**src/logic/fdrs_pkg.sv**
```systemverilog
package fdrs_pkg;

  localparam logic [2:0] FDRS_OFS_FIFO = 3'h5;
  localparam logic [2:0] FDRS_OFS_DIAG = 3'h7;
  localparam logic [2:0] FDRS_OFS_RATE = 3'h4;
  localparam logic [2:0] FDRS_OFS_DOUT = 3'h2;

  localparam logic [1:0] FDRS_RATE_RST = 2'h2;
  localparam logic [1:0] FDRS_RATE_500K = 2'h0;
  localparam logic [1:0] FDRS_RATE_300K = 2'h1;
  localparam logic [1:0] FDRS_RATE_250K = 2'h2;
  localparam logic [1:0] FDRS_RATE_1M = 2'h3;
  localparam logic FDRS_PRECOMP_DISABLE_RST = 1'b0;
  localparam logic FDRS_DMA_IRQ_ENABLE_VIEW_RST = 1'b0;
  localparam logic FDRS_FIFO_EN_RST = 1'b0;

  localparam int FDRS_DIAG_CHG_BIT = 7;
  localparam int FDRS_DOUT_DMA_IRQ_ENABLE_VIEW_BIT = 3;
  localparam int FDRS_CC_PRECOMP_DISABLE_BIT = 2;

  localparam logic [1:0] FDRS_CC_NORMAL = 2'h0;
  localparam logic [1:0] FDRS_CC_ABNORMAL = 2'h1;
  localparam logic [1:0] FDRS_CC_INVALID = 2'h2;
  localparam logic [1:0] FDRS_CC_READY_CHG = 2'h3;

  localparam logic [6:0] FDRS_RECAL_STEPS = 7'h4D;
  localparam logic [7:0] FDRS_ZERO_BYTE = 8'h00;
  localparam logic [3:0] FDRS_ONES_NIBBLE = 4'hF;
  localparam logic [2:0] FDRS_ZERO_TRIPLE = 3'h0;

  // Compatibility modes of the diagnostic register
  typedef enum logic [1:0] {
    FDRS_MODE_BASE = 2'h0,
    FDRS_MODE_ENH = 2'h1,
    FDRS_MODE_THIRD = 2'h2
  } fdrs_mode_type;

  // Events reported by the command sequencer at command end
  typedef struct packed {
    logic done;
    logic [1:0] completion_code;
    logic seek_done;
    logic drive_fault;
    logic end_of_track;
    logic id_crc_fail;
    logic data_field_crc_fail;
    logic overrun;
    logic sector_missing;
    logic write_protected_hit;
    logic addr_mark_missing;
    logic control_mark;
    logic wrong_cyl;
    logic scan_equal_hit;
    logic scan_unsatisfied;
    logic bad_cyl;
    logic data_mark_missing;
  } fdrs_event_type;

  typedef struct packed {
    logic fault;
    logic write_prot;
    logic ready;
    logic track0;
    logic two_side;
  } fdrs_drive_type;

endpackage

```
**src/logic/fdrs_regs.sv**
```systemverilog
`timescale 1ns/1ps
`default_nettype none
// Summary of operation
// - Offset five carries command bytes in and result status bytes out, one per access.
// - FIFO mode stays disabled after reset until the configure command enables it.
// - Status zero bits 7-6 hold the completion code of the last command.
// - Status zero bit 4 flags fault or 77 steps without track zero; bit 5 seek done.
// - Status zero bit 3 shows drive not ready; bit 2 shows head address.
// - Status zero bits 1-0 show the selected drive, A through D.
// - Status one bit 7 marks end of cylinder; bits 6 and 3 read zero.
// - Status one bit 5 marks a CRC error in ID or data field.
// - Status one bit 4 marks a host overrun during data transfer.
// - Status one bit 2 marks a sector that could not be found.
// - Status one bit 1 marks write protection hit during write data.
// - Status one bit 0 marks a missing or deleted data address mark.
// - Status two bit 6 is the control mark flag; bit 7 reads zero.
// - Status two bit 5 marks a CRC error in the data field.
// - Status two bit 3 marks scan equal hit, bit 2 scan not satisfied.
// - Status two bit 0 marks missing data address mark while reading.
// - Offset seven read, base mode: bit 7 inverse of disk changed, rest undriven.
// - Enhanced mode: bits 6-3 ones, rate on 2-1, bit 0 low for high rates.
// - Third mode: disk changed, zeros, DMA enable view, precomp disable, rate.
// - Offset seven write sets rate bits 1-0, default binary 10; upper bits zero.
// - Third mode: offset seven bit 2 disables precompensation, reset to zero.
// - The most recent write to either rate register sets the data rate.
// - Rate code: 00 500K, 01 300K, 10 250K, 11 1M.
module fdrs_regs
  import fdrs_pkg::*;
(
  input wire logic mclk_i,
  input wire logic rst_i,
  input wire logic ce_i,
  input wire logic [2:0] addr_i,
  input wire logic rd_i,
  input wire logic wr_i,
  input wire logic [7:0] wdata_i,
  input wire fdrs_mode_type mode_i,
  input wire logic disk_changed_n,
  input wire logic [1:0] drive_sel_i,
  input wire logic head_addr_i,
  input wire fdrs_drive_type drive_i,
  input wire logic step_pulse_i,
  input wire logic recal_start_i,
  input wire fdrs_event_type evt_i,
  input wire logic configure_i,
  input wire logic fifo_en_val_i,
  output logic [7:0] rdata_o,
  output logic rdata_oe_o,
  output logic [7:0] cmd_byte_o,
  output logic cmd_valid_o,
  output logic [1:0] rate_o,
  output logic precomp_disable_o,
  output logic fifo_enable_o,
  output logic [7:0] status_zero_o,
  output logic [7:0] status_one_o,
  output logic [7:0] status_two_o
);

  logic [7:0] st0_r, st1_r, st2_r;
  logic [1:0] ptr_r;
  logic [1:0] rate_r;
  logic nopre_r;
  logic dma_irq_enable_view_r;
  logic fifo_en_r;
  logic [6:0] steps_r;
  logic recal_r;
  logic [7:0] st3;
  logic [7:0] res_byte;
  logic [7:0] diag;
  logic diag_oe;
  logic high_density_n;

  wire logic rd_fifo = ce_i && rd_i && addr_i == FDRS_OFS_FIFO;
  wire logic rd_diag = ce_i && rd_i && addr_i == FDRS_OFS_DIAG;
  wire logic wr_cc = ce_i && wr_i && addr_i == FDRS_OFS_DIAG;
  wire logic wr_dr = ce_i && wr_i && addr_i == FDRS_OFS_RATE;
  wire logic wr_do = ce_i && wr_i && addr_i == FDRS_OFS_DOUT;
  wire logic recal_timeout = recal_r && steps_r == FDRS_RECAL_STEPS && !drive_i.track0;

  ////////////////////////////////////////////////////////////////////////////
  // Step counter for recalibrate timeout
  always_ff @(posedge mclk_i) begin
    if (rst_i) begin
      steps_r <= 7'h00;
      recal_r <= 1'b0;
    end else if (ce_i) begin
      if (recal_start_i) begin
        steps_r <= 7'h00;
        recal_r <= 1'b1;
      end else if (evt_i.done) begin
        recal_r <= 1'b0;
      end else if (step_pulse_i && recal_r && steps_r != FDRS_RECAL_STEPS) begin
        steps_r <= steps_r + 7'h01;
      end
    end
  end

  ////////////////////////////////////////////////////////////////////////////
  // Result status capture at command end
  always_ff @(posedge mclk_i) begin
    if (rst_i) begin
      st0_r <= FDRS_ZERO_BYTE;
    end else if (ce_i && evt_i.done) begin
      st0_r[7:6] <= evt_i.completion_code;
      st0_r[5] <= evt_i.seek_done;
      st0_r[4] <= drive_i.fault || evt_i.drive_fault || recal_timeout;
      st0_r[3] <= !drive_i.ready;
      st0_r[2] <= head_addr_i;
      st0_r[1:0] <= drive_sel_i;
    end
  end

  always_ff @(posedge mclk_i) begin
    if (rst_i) begin
      st1_r <= FDRS_ZERO_BYTE;
    end else if (ce_i && evt_i.done) begin
      st1_r[7] <= evt_i.end_of_track;
      st1_r[6] <= 1'b0;
      st1_r[3] <= 1'b0;
      st1_r[5] <= evt_i.id_crc_fail || evt_i.data_field_crc_fail;
      st1_r[4] <= evt_i.overrun;
      st1_r[2] <= evt_i.sector_missing;
      st1_r[1] <= evt_i.write_protected_hit;
      st1_r[0] <= evt_i.addr_mark_missing;
    end
  end

  always_ff @(posedge mclk_i) begin
    if (rst_i) begin
      st2_r <= FDRS_ZERO_BYTE;
    end else if (ce_i && evt_i.done) begin
      st2_r[7] <= 1'b0;
      st2_r[6] <= evt_i.control_mark;
      st2_r[5] <= evt_i.data_field_crc_fail;
      st2_r[4] <= evt_i.wrong_cyl;
      st2_r[3] <= evt_i.scan_equal_hit;
      st2_r[2] <= evt_i.scan_unsatisfied;
      st2_r[1] <= evt_i.bad_cyl;
      st2_r[0] <= evt_i.data_mark_missing;
    end
  end

  // Drive status is live, so status three always shows the present drive
  assign st3 = {drive_i.fault, drive_i.write_prot, drive_i.ready, drive_i.track0,
                drive_i.two_side, head_addr_i, drive_sel_i};

  ////////////////////////////////////////////////////////////////////////////
  // Result stack pointer; a new result restarts at status zero
  // one stacked byte per read
  always_ff @(posedge mclk_i) begin
    if (rst_i) begin
      ptr_r <= 2'h0;
    end else if (ce_i) begin
      if (evt_i.done) begin
        ptr_r <= 2'h0;
      end else if (rd_fifo) begin
        ptr_r <= ptr_r + 2'h1;
      end
    end
  end

  always_comb begin
    case (ptr_r)
      2'h0: res_byte = st0_r;
      2'h1: res_byte = st1_r;
      2'h2: res_byte = st2_r;
      default: res_byte = st3;
    endcase
  end

  // command and parameter bytes pass through
  always_ff @(posedge mclk_i) begin
    if (rst_i) begin
      cmd_byte_o <= FDRS_ZERO_BYTE;
      cmd_valid_o <= 1'b0;
    end else if (ce_i) begin
      cmd_valid_o <= wr_i && addr_i == FDRS_OFS_FIFO;
      if (wr_i && addr_i == FDRS_OFS_FIFO) begin
        cmd_byte_o <= wdata_i;
      end
    end
  end

  // FIFO mode held off until configure
  always_ff @(posedge mclk_i) begin
    if (rst_i) begin
      fifo_en_r <= FDRS_FIFO_EN_RST;
    end else if (ce_i && configure_i) begin
      fifo_en_r <= fifo_en_val_i;
    end
  end

  ////////////////////////////////////////////////////////////////////////////
  // Rate, precompensation and DMA enable view
  // last writer of either register wins
  always_ff @(posedge mclk_i) begin
    if (rst_i) begin
      rate_r <= FDRS_RATE_RST;
    end else if (ce_i && (wr_cc || wr_dr)) begin
      rate_r <= wdata_i[1:0];
    end
  end

  always_ff @(posedge mclk_i) begin
    if (rst_i) begin
      nopre_r <= FDRS_PRECOMP_DISABLE_RST;
    end else if (wr_cc && mode_i == FDRS_MODE_THIRD) begin
      nopre_r <= wdata_i[FDRS_CC_PRECOMP_DISABLE_BIT];
    end
  end

  always_ff @(posedge mclk_i) begin
    if (rst_i) begin
      dma_irq_enable_view_r <= FDRS_DMA_IRQ_ENABLE_VIEW_RST;
    end else if (wr_do) begin
      dma_irq_enable_view_r <= wdata_i[FDRS_DOUT_DMA_IRQ_ENABLE_VIEW_BIT];
    end
  end

  ////////////////////////////////////////////////////////////////////////////
  // Diagnostic register view
  // high rates are 500K and 1M
  assign high_density_n = !(rate_r == FDRS_RATE_500K || rate_r == FDRS_RATE_1M);

  always_comb begin
    diag = FDRS_ZERO_BYTE;
    diag_oe = 1'b1;
    case (mode_i)
      FDRS_MODE_ENH: begin
        diag = {!disk_changed_n, FDRS_ONES_NIBBLE, rate_r, high_density_n};
      end
      FDRS_MODE_THIRD: begin
        diag = {disk_changed_n, FDRS_ZERO_TRIPLE, dma_irq_enable_view_r, nopre_r, rate_r};
      end
      default: begin
        diag[FDRS_DIAG_CHG_BIT] = !disk_changed_n;
        diag_oe = 1'b0;
      end
    endcase
  end

  ////////////////////////////////////////////////////////////////////////////
  // Registered read data; oe low means bits 6-0 float in base mode
  always_ff @(posedge mclk_i) begin
    if (rst_i) begin
      rdata_o <= FDRS_ZERO_BYTE;
      rdata_oe_o <= 1'b0;
    end else if (ce_i) begin
      rdata_oe_o <= 1'b0;
      if (rd_fifo) begin
        rdata_o <= res_byte;
        rdata_oe_o <= 1'b1;
      end else if (rd_diag) begin
        rdata_o <= diag;
        rdata_oe_o <= diag_oe;
      end
    end
  end

  always_ff @(posedge mclk_i) begin
    if (rst_i) begin
      rate_o <= FDRS_RATE_RST;
      precomp_disable_o <= FDRS_PRECOMP_DISABLE_RST;
      fifo_enable_o <= FDRS_FIFO_EN_RST;
      status_zero_o <= FDRS_ZERO_BYTE;
      status_one_o <= FDRS_ZERO_BYTE;
      status_two_o <= FDRS_ZERO_BYTE;
    end else if (ce_i) begin
      rate_o <= rate_r;
      precomp_disable_o <= nopre_r;
      fifo_enable_o <= fifo_en_r;
      status_zero_o <= st0_r;
      status_one_o <= st1_r;
      status_two_o <= st2_r;
    end
  end

  ////////////////////////////////////////////////////////////////////////////
  // Checks
  rate_default_a: assert property (@(posedge mclk_i)
    $past(rst_i) |-> rate_r == FDRS_RATE_RST)
    else $error("rate not 10 after reset");
  rate_write_a: assert property (@(posedge mclk_i) disable iff (rst_i)
    ce_i && (wr_cc || wr_dr) |=> rate_r == $past(wdata_i[1:0]))
    else $error("rate not taken from last write");
  code_capture_a: assert property (@(posedge mclk_i) disable iff (rst_i)
    ce_i && evt_i.done |=> st0_r[7:6] == $past(evt_i.completion_code))
    else $error("completion code lost");
  st1_zero_a: assert property (@(posedge mclk_i) disable iff (rst_i)
    st1_r[6] == 1'b0 && st1_r[3] == 1'b0)
    else $error("status one fixed bits set");
  st2_zero_a: assert property (@(posedge mclk_i) disable iff (rst_i)
    st2_r[7] == 1'b0)
    else $error("status two bit 7 set");
  crc_merge_a: assert property (@(posedge mclk_i) disable iff (rst_i)
    ce_i && evt_i.done && evt_i.id_crc_fail |=> st1_r[5])
    else $error("ID CRC not reported");
  fifo_off_a: assert property (@(posedge mclk_i) disable iff (rst_i)
    !configure_i && !fifo_en_r |=> !fifo_en_r)
    else $error("FIFO enabled without configure");
  // Marks that no result byte has been read since the last command end;
  // lets the check below fire on the real first read, however late it comes
  logic fresh_r;
  always_ff @(posedge mclk_i) begin
    if (rst_i) begin
      fresh_r <= 1'b0;
    end else if (ce_i) begin
      if (evt_i.done) begin
        fresh_r <= 1'b1;
      end else if (rd_fifo) begin
        fresh_r <= 1'b0;
      end
    end
  end
  stack_order_a: assert property (@(posedge mclk_i) disable iff (rst_i)
    ce_i && rd_fifo && fresh_r && !evt_i.done |=> rdata_o == $past(st0_r))
    else $error("first result byte not status zero");
  diag_base_a: assert property (@(posedge mclk_i) disable iff (rst_i)
    ce_i && rd_diag && mode_i == FDRS_MODE_BASE |=> rdata_o[7] == !$past(disk_changed_n))
    else $error("disk changed bit wrong");
  nopre_mode_a: assert property (@(posedge mclk_i) disable iff (rst_i)
    wr_cc && mode_i != FDRS_MODE_THIRD |=> $stable(nopre_r))
    else $error("precomp disable changed outside third mode");
  seek_end_a: assert property (@(posedge mclk_i) disable iff (rst_i)
    ce_i && evt_i.done |=> st0_r[5] == $past(evt_i.seek_done))
    else $error("seek end bit lost");
  not_ready_a: assert property (@(posedge mclk_i) disable iff (rst_i)
    ce_i && evt_i.done |=> st0_r[3] == !$past(drive_i.ready) && st0_r[2] == $past(head_addr_i))
    else $error("ready or head bit wrong");
  unit_sel_a: assert property (@(posedge mclk_i) disable iff (rst_i)
    ce_i && evt_i.done |=> st0_r[1:0] == $past(drive_sel_i))
    else $error("drive select wrong");
  eot_capture_a: assert property (@(posedge mclk_i) disable iff (rst_i)
    ce_i && evt_i.done |=> st1_r[7] == $past(evt_i.end_of_track))
    else $error("end of cylinder lost");
  overrun_flag_a: assert property (@(posedge mclk_i) disable iff (rst_i)
    ce_i && evt_i.done |=> st1_r[4] == $past(evt_i.overrun))
    else $error("overrun lost");
  sector_miss_a: assert property (@(posedge mclk_i) disable iff (rst_i)
    ce_i && evt_i.done |=> st1_r[2] == $past(evt_i.sector_missing))
    else $error("sector missing lost");
  wprot_hit_a: assert property (@(posedge mclk_i) disable iff (rst_i)
    ce_i && evt_i.done |=> st1_r[1] == $past(evt_i.write_protected_hit))
    else $error("write protect hit lost");
  mark_missing_a: assert property (@(posedge mclk_i) disable iff (rst_i)
    ce_i && evt_i.done |=> st1_r[0] == $past(evt_i.addr_mark_missing))
    else $error("address mark flag lost");
  data_crc_a: assert property (@(posedge mclk_i) disable iff (rst_i)
    ce_i && evt_i.done |=> st2_r[5] == $past(evt_i.data_field_crc_fail))
    else $error("data field CRC lost");
  scan_result_a: assert property (@(posedge mclk_i) disable iff (rst_i)
    ce_i && evt_i.done |=> st2_r[3:2] == $past({evt_i.scan_equal_hit, evt_i.scan_unsatisfied}))
    else $error("scan result lost");

endmodule
`default_nettype wire

```
**config.mk**
```make
export PLATFORM = sky130hd
export DESIGN_NAME = fdrs_regs
export DESIGN_NICKNAME = d
export VERILOG_FILES = /design/src/logic/fdrs_pkg.sv /design/src/logic/fdrs_regs.sv
export SDC_FILE = /design/constraint.sdc
export NUM_CORES = 1
export LEC_CHECK = 0
export BUFFER_PORTS_ARGS = -buffer_cell sky130_fd_sc_hd__clkbuf_2
export CORE_ASPECT_RATIO = 0.8
export CORE_UTILIZATION = 47
export CTS_CLUSTER_DIAMETER = 50
export DETAILED_ROUTE_END_ITERATION = 10
export PLACE_DENSITY = 0.82
export SLEW_MARGIN = 10
export SYNTH_ARGS = -nofsm -noshare
export SYNTH_HDL_FRONTEND = slang
export SYNTH_SLANG_ARGS = --single-unit
```
**constraint.sdc**
```tcl
create_clock -name mclk_i -period 1.51 [get_ports mclk_i]
set_input_delay 0.2265 -clock mclk_i [delete_from_list [all_inputs] [get_ports mclk_i]]
set_output_delay 0.2265 -clock mclk_i [all_outputs]
set_load 0.01 [all_outputs]
```
==> out/metrics.cfg <==
[timing]
drv_slew = 0
min_period_ns = 1.55
hold_viol = 0
setup_viol = 2
timing.final.ws_setup_ns = -0.0413
fin_crit_sh_pct = 103
clock-skew-final_ns = 0.00636
maxSlewHeadroom_pct = 61.6
tightestPinTransition_ns = 0.576
fmax_mhz = 645
whs_ns = 0.0801
rsz0062_at_grt = yes

[synth]
syn_area_mm2 = 0.00343
syn_inst = 391
yosysMostFrequentCell = dfxtp_1
ys_seq_elements = 79
avgSynthCellArea_um2 = 8.78
synth_common_cells = dfxtp_1 (79), nand2_1 (58), nor2_1 (44), a21oi_1 (36), mux2i_1 (35)
synthArstFlopShare_pct = 0
synth_top_area_share_pct = 46.1
yosys.area.top_type = dfxtp_1
yosysSeqAreaShare_pct = 46.1
synthTopCellsByArea = dfxtp_1 (46%), mux2i_1 (10%), nand2_1 (6.3%)
synth_edf_count = 0
yosysUniqueCellTypes = 53
synth_ff_type = dfxtp_1
yosysWarningCount = 0

[worst_setup_path]
crit_path_start = steps_r[1]
worstSetupPathType = flip-flop to flip-flop
cp_max_fo = 4
cp.arrival_ns = 1.83
r2r-start = steps_r[1]
cp-start-kind = flip-flop
required_ns = 1.79
timing.critical_path.to_type = flip-flop

[clocking]
cts_made_buffers = 9
cts.sinks = 79
clockBufferDepth = 2
cts_root_buf = clkbuf_8
tritoncts = yes
path_clk_slew_ns = 0.08
insertion_delay_ns = 0.35
htree_levels = 3

[final_layout]
fillers = 611
antenna_cells = 0
areaGrowthSynthToFinish_pct = 25.9
drive_above_1_share_pct = 30.7
nets = 547
layoutNonFillerInstCount = 582

[global_routing]
grt_pass1_wl_um = 14100
grt_use_total_pct = 23.1
overflow = 0
grt_max_degree = 60
antenna_found_initial = 0
grt_pass1_vias = 2986

[placed_design]
dp_hpwl_um = 6470
place_congestion = 0.848
dp_slack_ns = -0.113
io_buffer_count = 91
dp_cells = 565

[floorplanning]
io_pins = 95
die_area_mm2 = 0.00765
core.rowCount = 27
core-area_mm2 = 0.00696
initial_utilization_pct = 49.3
die_w_um = 97.6
chipHeight_um = 78.4

[detailed_routing]
routed_wl_um = 8840
drt-pass1-iter-count = 5
drcViolationCount = 0
ant_nets = 0
vias = 3194
first_iter_violations = 220
via_per_inst = 5.49
detail_route.wl_per_cell_um = 15.2

[run_status]
violations = setup timing
outcome = finished with violations

[worst_hold_path]
min-delay-path-class = input pin to flip-flop
worstHoldStart = drive_i[2]

[power]
p_leak_nw = 1.91
peakVddDrop_v = 0.000799
power.density_mw_per_mm2 = 1010

[flow_run]
cap_violations = 0

-- cells in the final DEF, fill, tap and decap left out, drive strengths merged, types with 5 or more instances in the layout --
cell type / Yosys / final
o21ai: 20 / 20
inv: 11 / 13
a31oi: 5 / 5
nand3: 10 / 10
clkbuf: 17 / 101
dfxtp: 79 / 79
nor2: 44 / 44
mux2i: 35 / 35
ha: 8 / 8
a222oi: 5 / 5
nand2: 59 / 59
buf: 9 / 21
and3: 5 / 5
a21oi: 36 / 36
-- path summary, 6_finish.rpt --
check | endpoint | slack, ns | cells after the start
hold / removal | st0_r[3] | 0.08 | 2
setup reg to reg | steps_r[4] | -0.04 | 6
setup / recovery | steps_r[4] | -0.04 | 6
hold reg to reg | recal_r | 0.48 | 2
-- cells by family (layout without fill, tap and decap cells) --
family                   count (synthesis)  count (layout)  share of synthesized area, %
AND/OR/NAND/NOR                        144             144                          19.5
AO/OA/AOI/OAI                           85              85                          15.2
flip-flops                              79              79                          46.1
buffers and inverters                   37             139                          5.43
multiplexers                            35              35                          10.2
adder cells (fa/ha/maj)                  8               8                          2.92
XOR/XNOR                                 2               2                         0.510
other                                    1               3                         0.109
-- repair_timing --
item,in CTS,in global routing
pin swaps,3,3
buffers inserted,0,1
hold buffers,0,0
resized for setup,5,15
endpoints found under the setup margin,9,14
-- state kept, by name, indices dropped and copies added (netlist names) --
register	flops
rdata_o	8
fifo_en_r	1
status_one_o	6
rdata_oe_o	1
ptr_r	2
status_zero_o	8
precomp_disable_o	1
cmd_byte_o	8
fifo_enable_o	1
rate_r	2
st2_r	7
recal_r	1
st0_r	8
status_two_o	7
dma_irq_enable_view_r	1
cmd_valid_o	1
nopre_r	1
st1_r	6
steps_r	7
rate_o	2
-- routing by layer --
layer | global-route usage (%) | vias to the layer above | wire length [um]
li1 | - | 1557 | -
met1 | 30.7 | 1501 | 3910
met2 | 36.9 | 120 | 4140
met3 | 5.34 | 16 | 652
met4 | 8.09 | 0 | 129
met5 | 0 | - | 0
-- through the flow --
step | power (mW) | cell area [um^2] | util, % | setup TNS [ns]
detailed placement | 2.64 | 4040 | 58.0 | -0.334
finish | 4.37 | 4320 | 62.1 | -0.0560
global route | 4.52 | 4320 | 62.1 | -0.444
global placement | 2.63 | 4040 | 58.0 | -0.0393
floorplan | 2.46 | 3440 | - | 0
CTS | 4.39 | 4270 | 61.4 | -0.0785
-- where the power goes --
| group | internal, mW | switching [mW] |
|---|---|---|
| sequential | 2.14 | 0.0481 |
| combinational | 0.180 | 0.232 |
| clock | 0.984 | 0.785 |
-- worst max-delay path: stages, from the launching register on --
cell,delay [ns]
dfxtp_2,0.36
inv_2,0.04
ha_2,0.16
and4bb_4,0.21
and2_4,0.17
or4_1,0.40
a31oi_1,0.15
-- area by class of cell --
cell class / instances / area, um^2 / area share [%]
clock buffers: 10 / 138 / 3.18
flip-flops and latches: 79 / 1590 / 36.8
repair buffers: 112 / 638 / 14.8
inverters: 11 / 41.3 / 0.955
clock inverters: 6 / 90.1 / 2.08
well taps: 87 / 109 / 2.52
multi-input cells: 277 / 1720 / 39.7
Power figures use the tool's default switching activity.
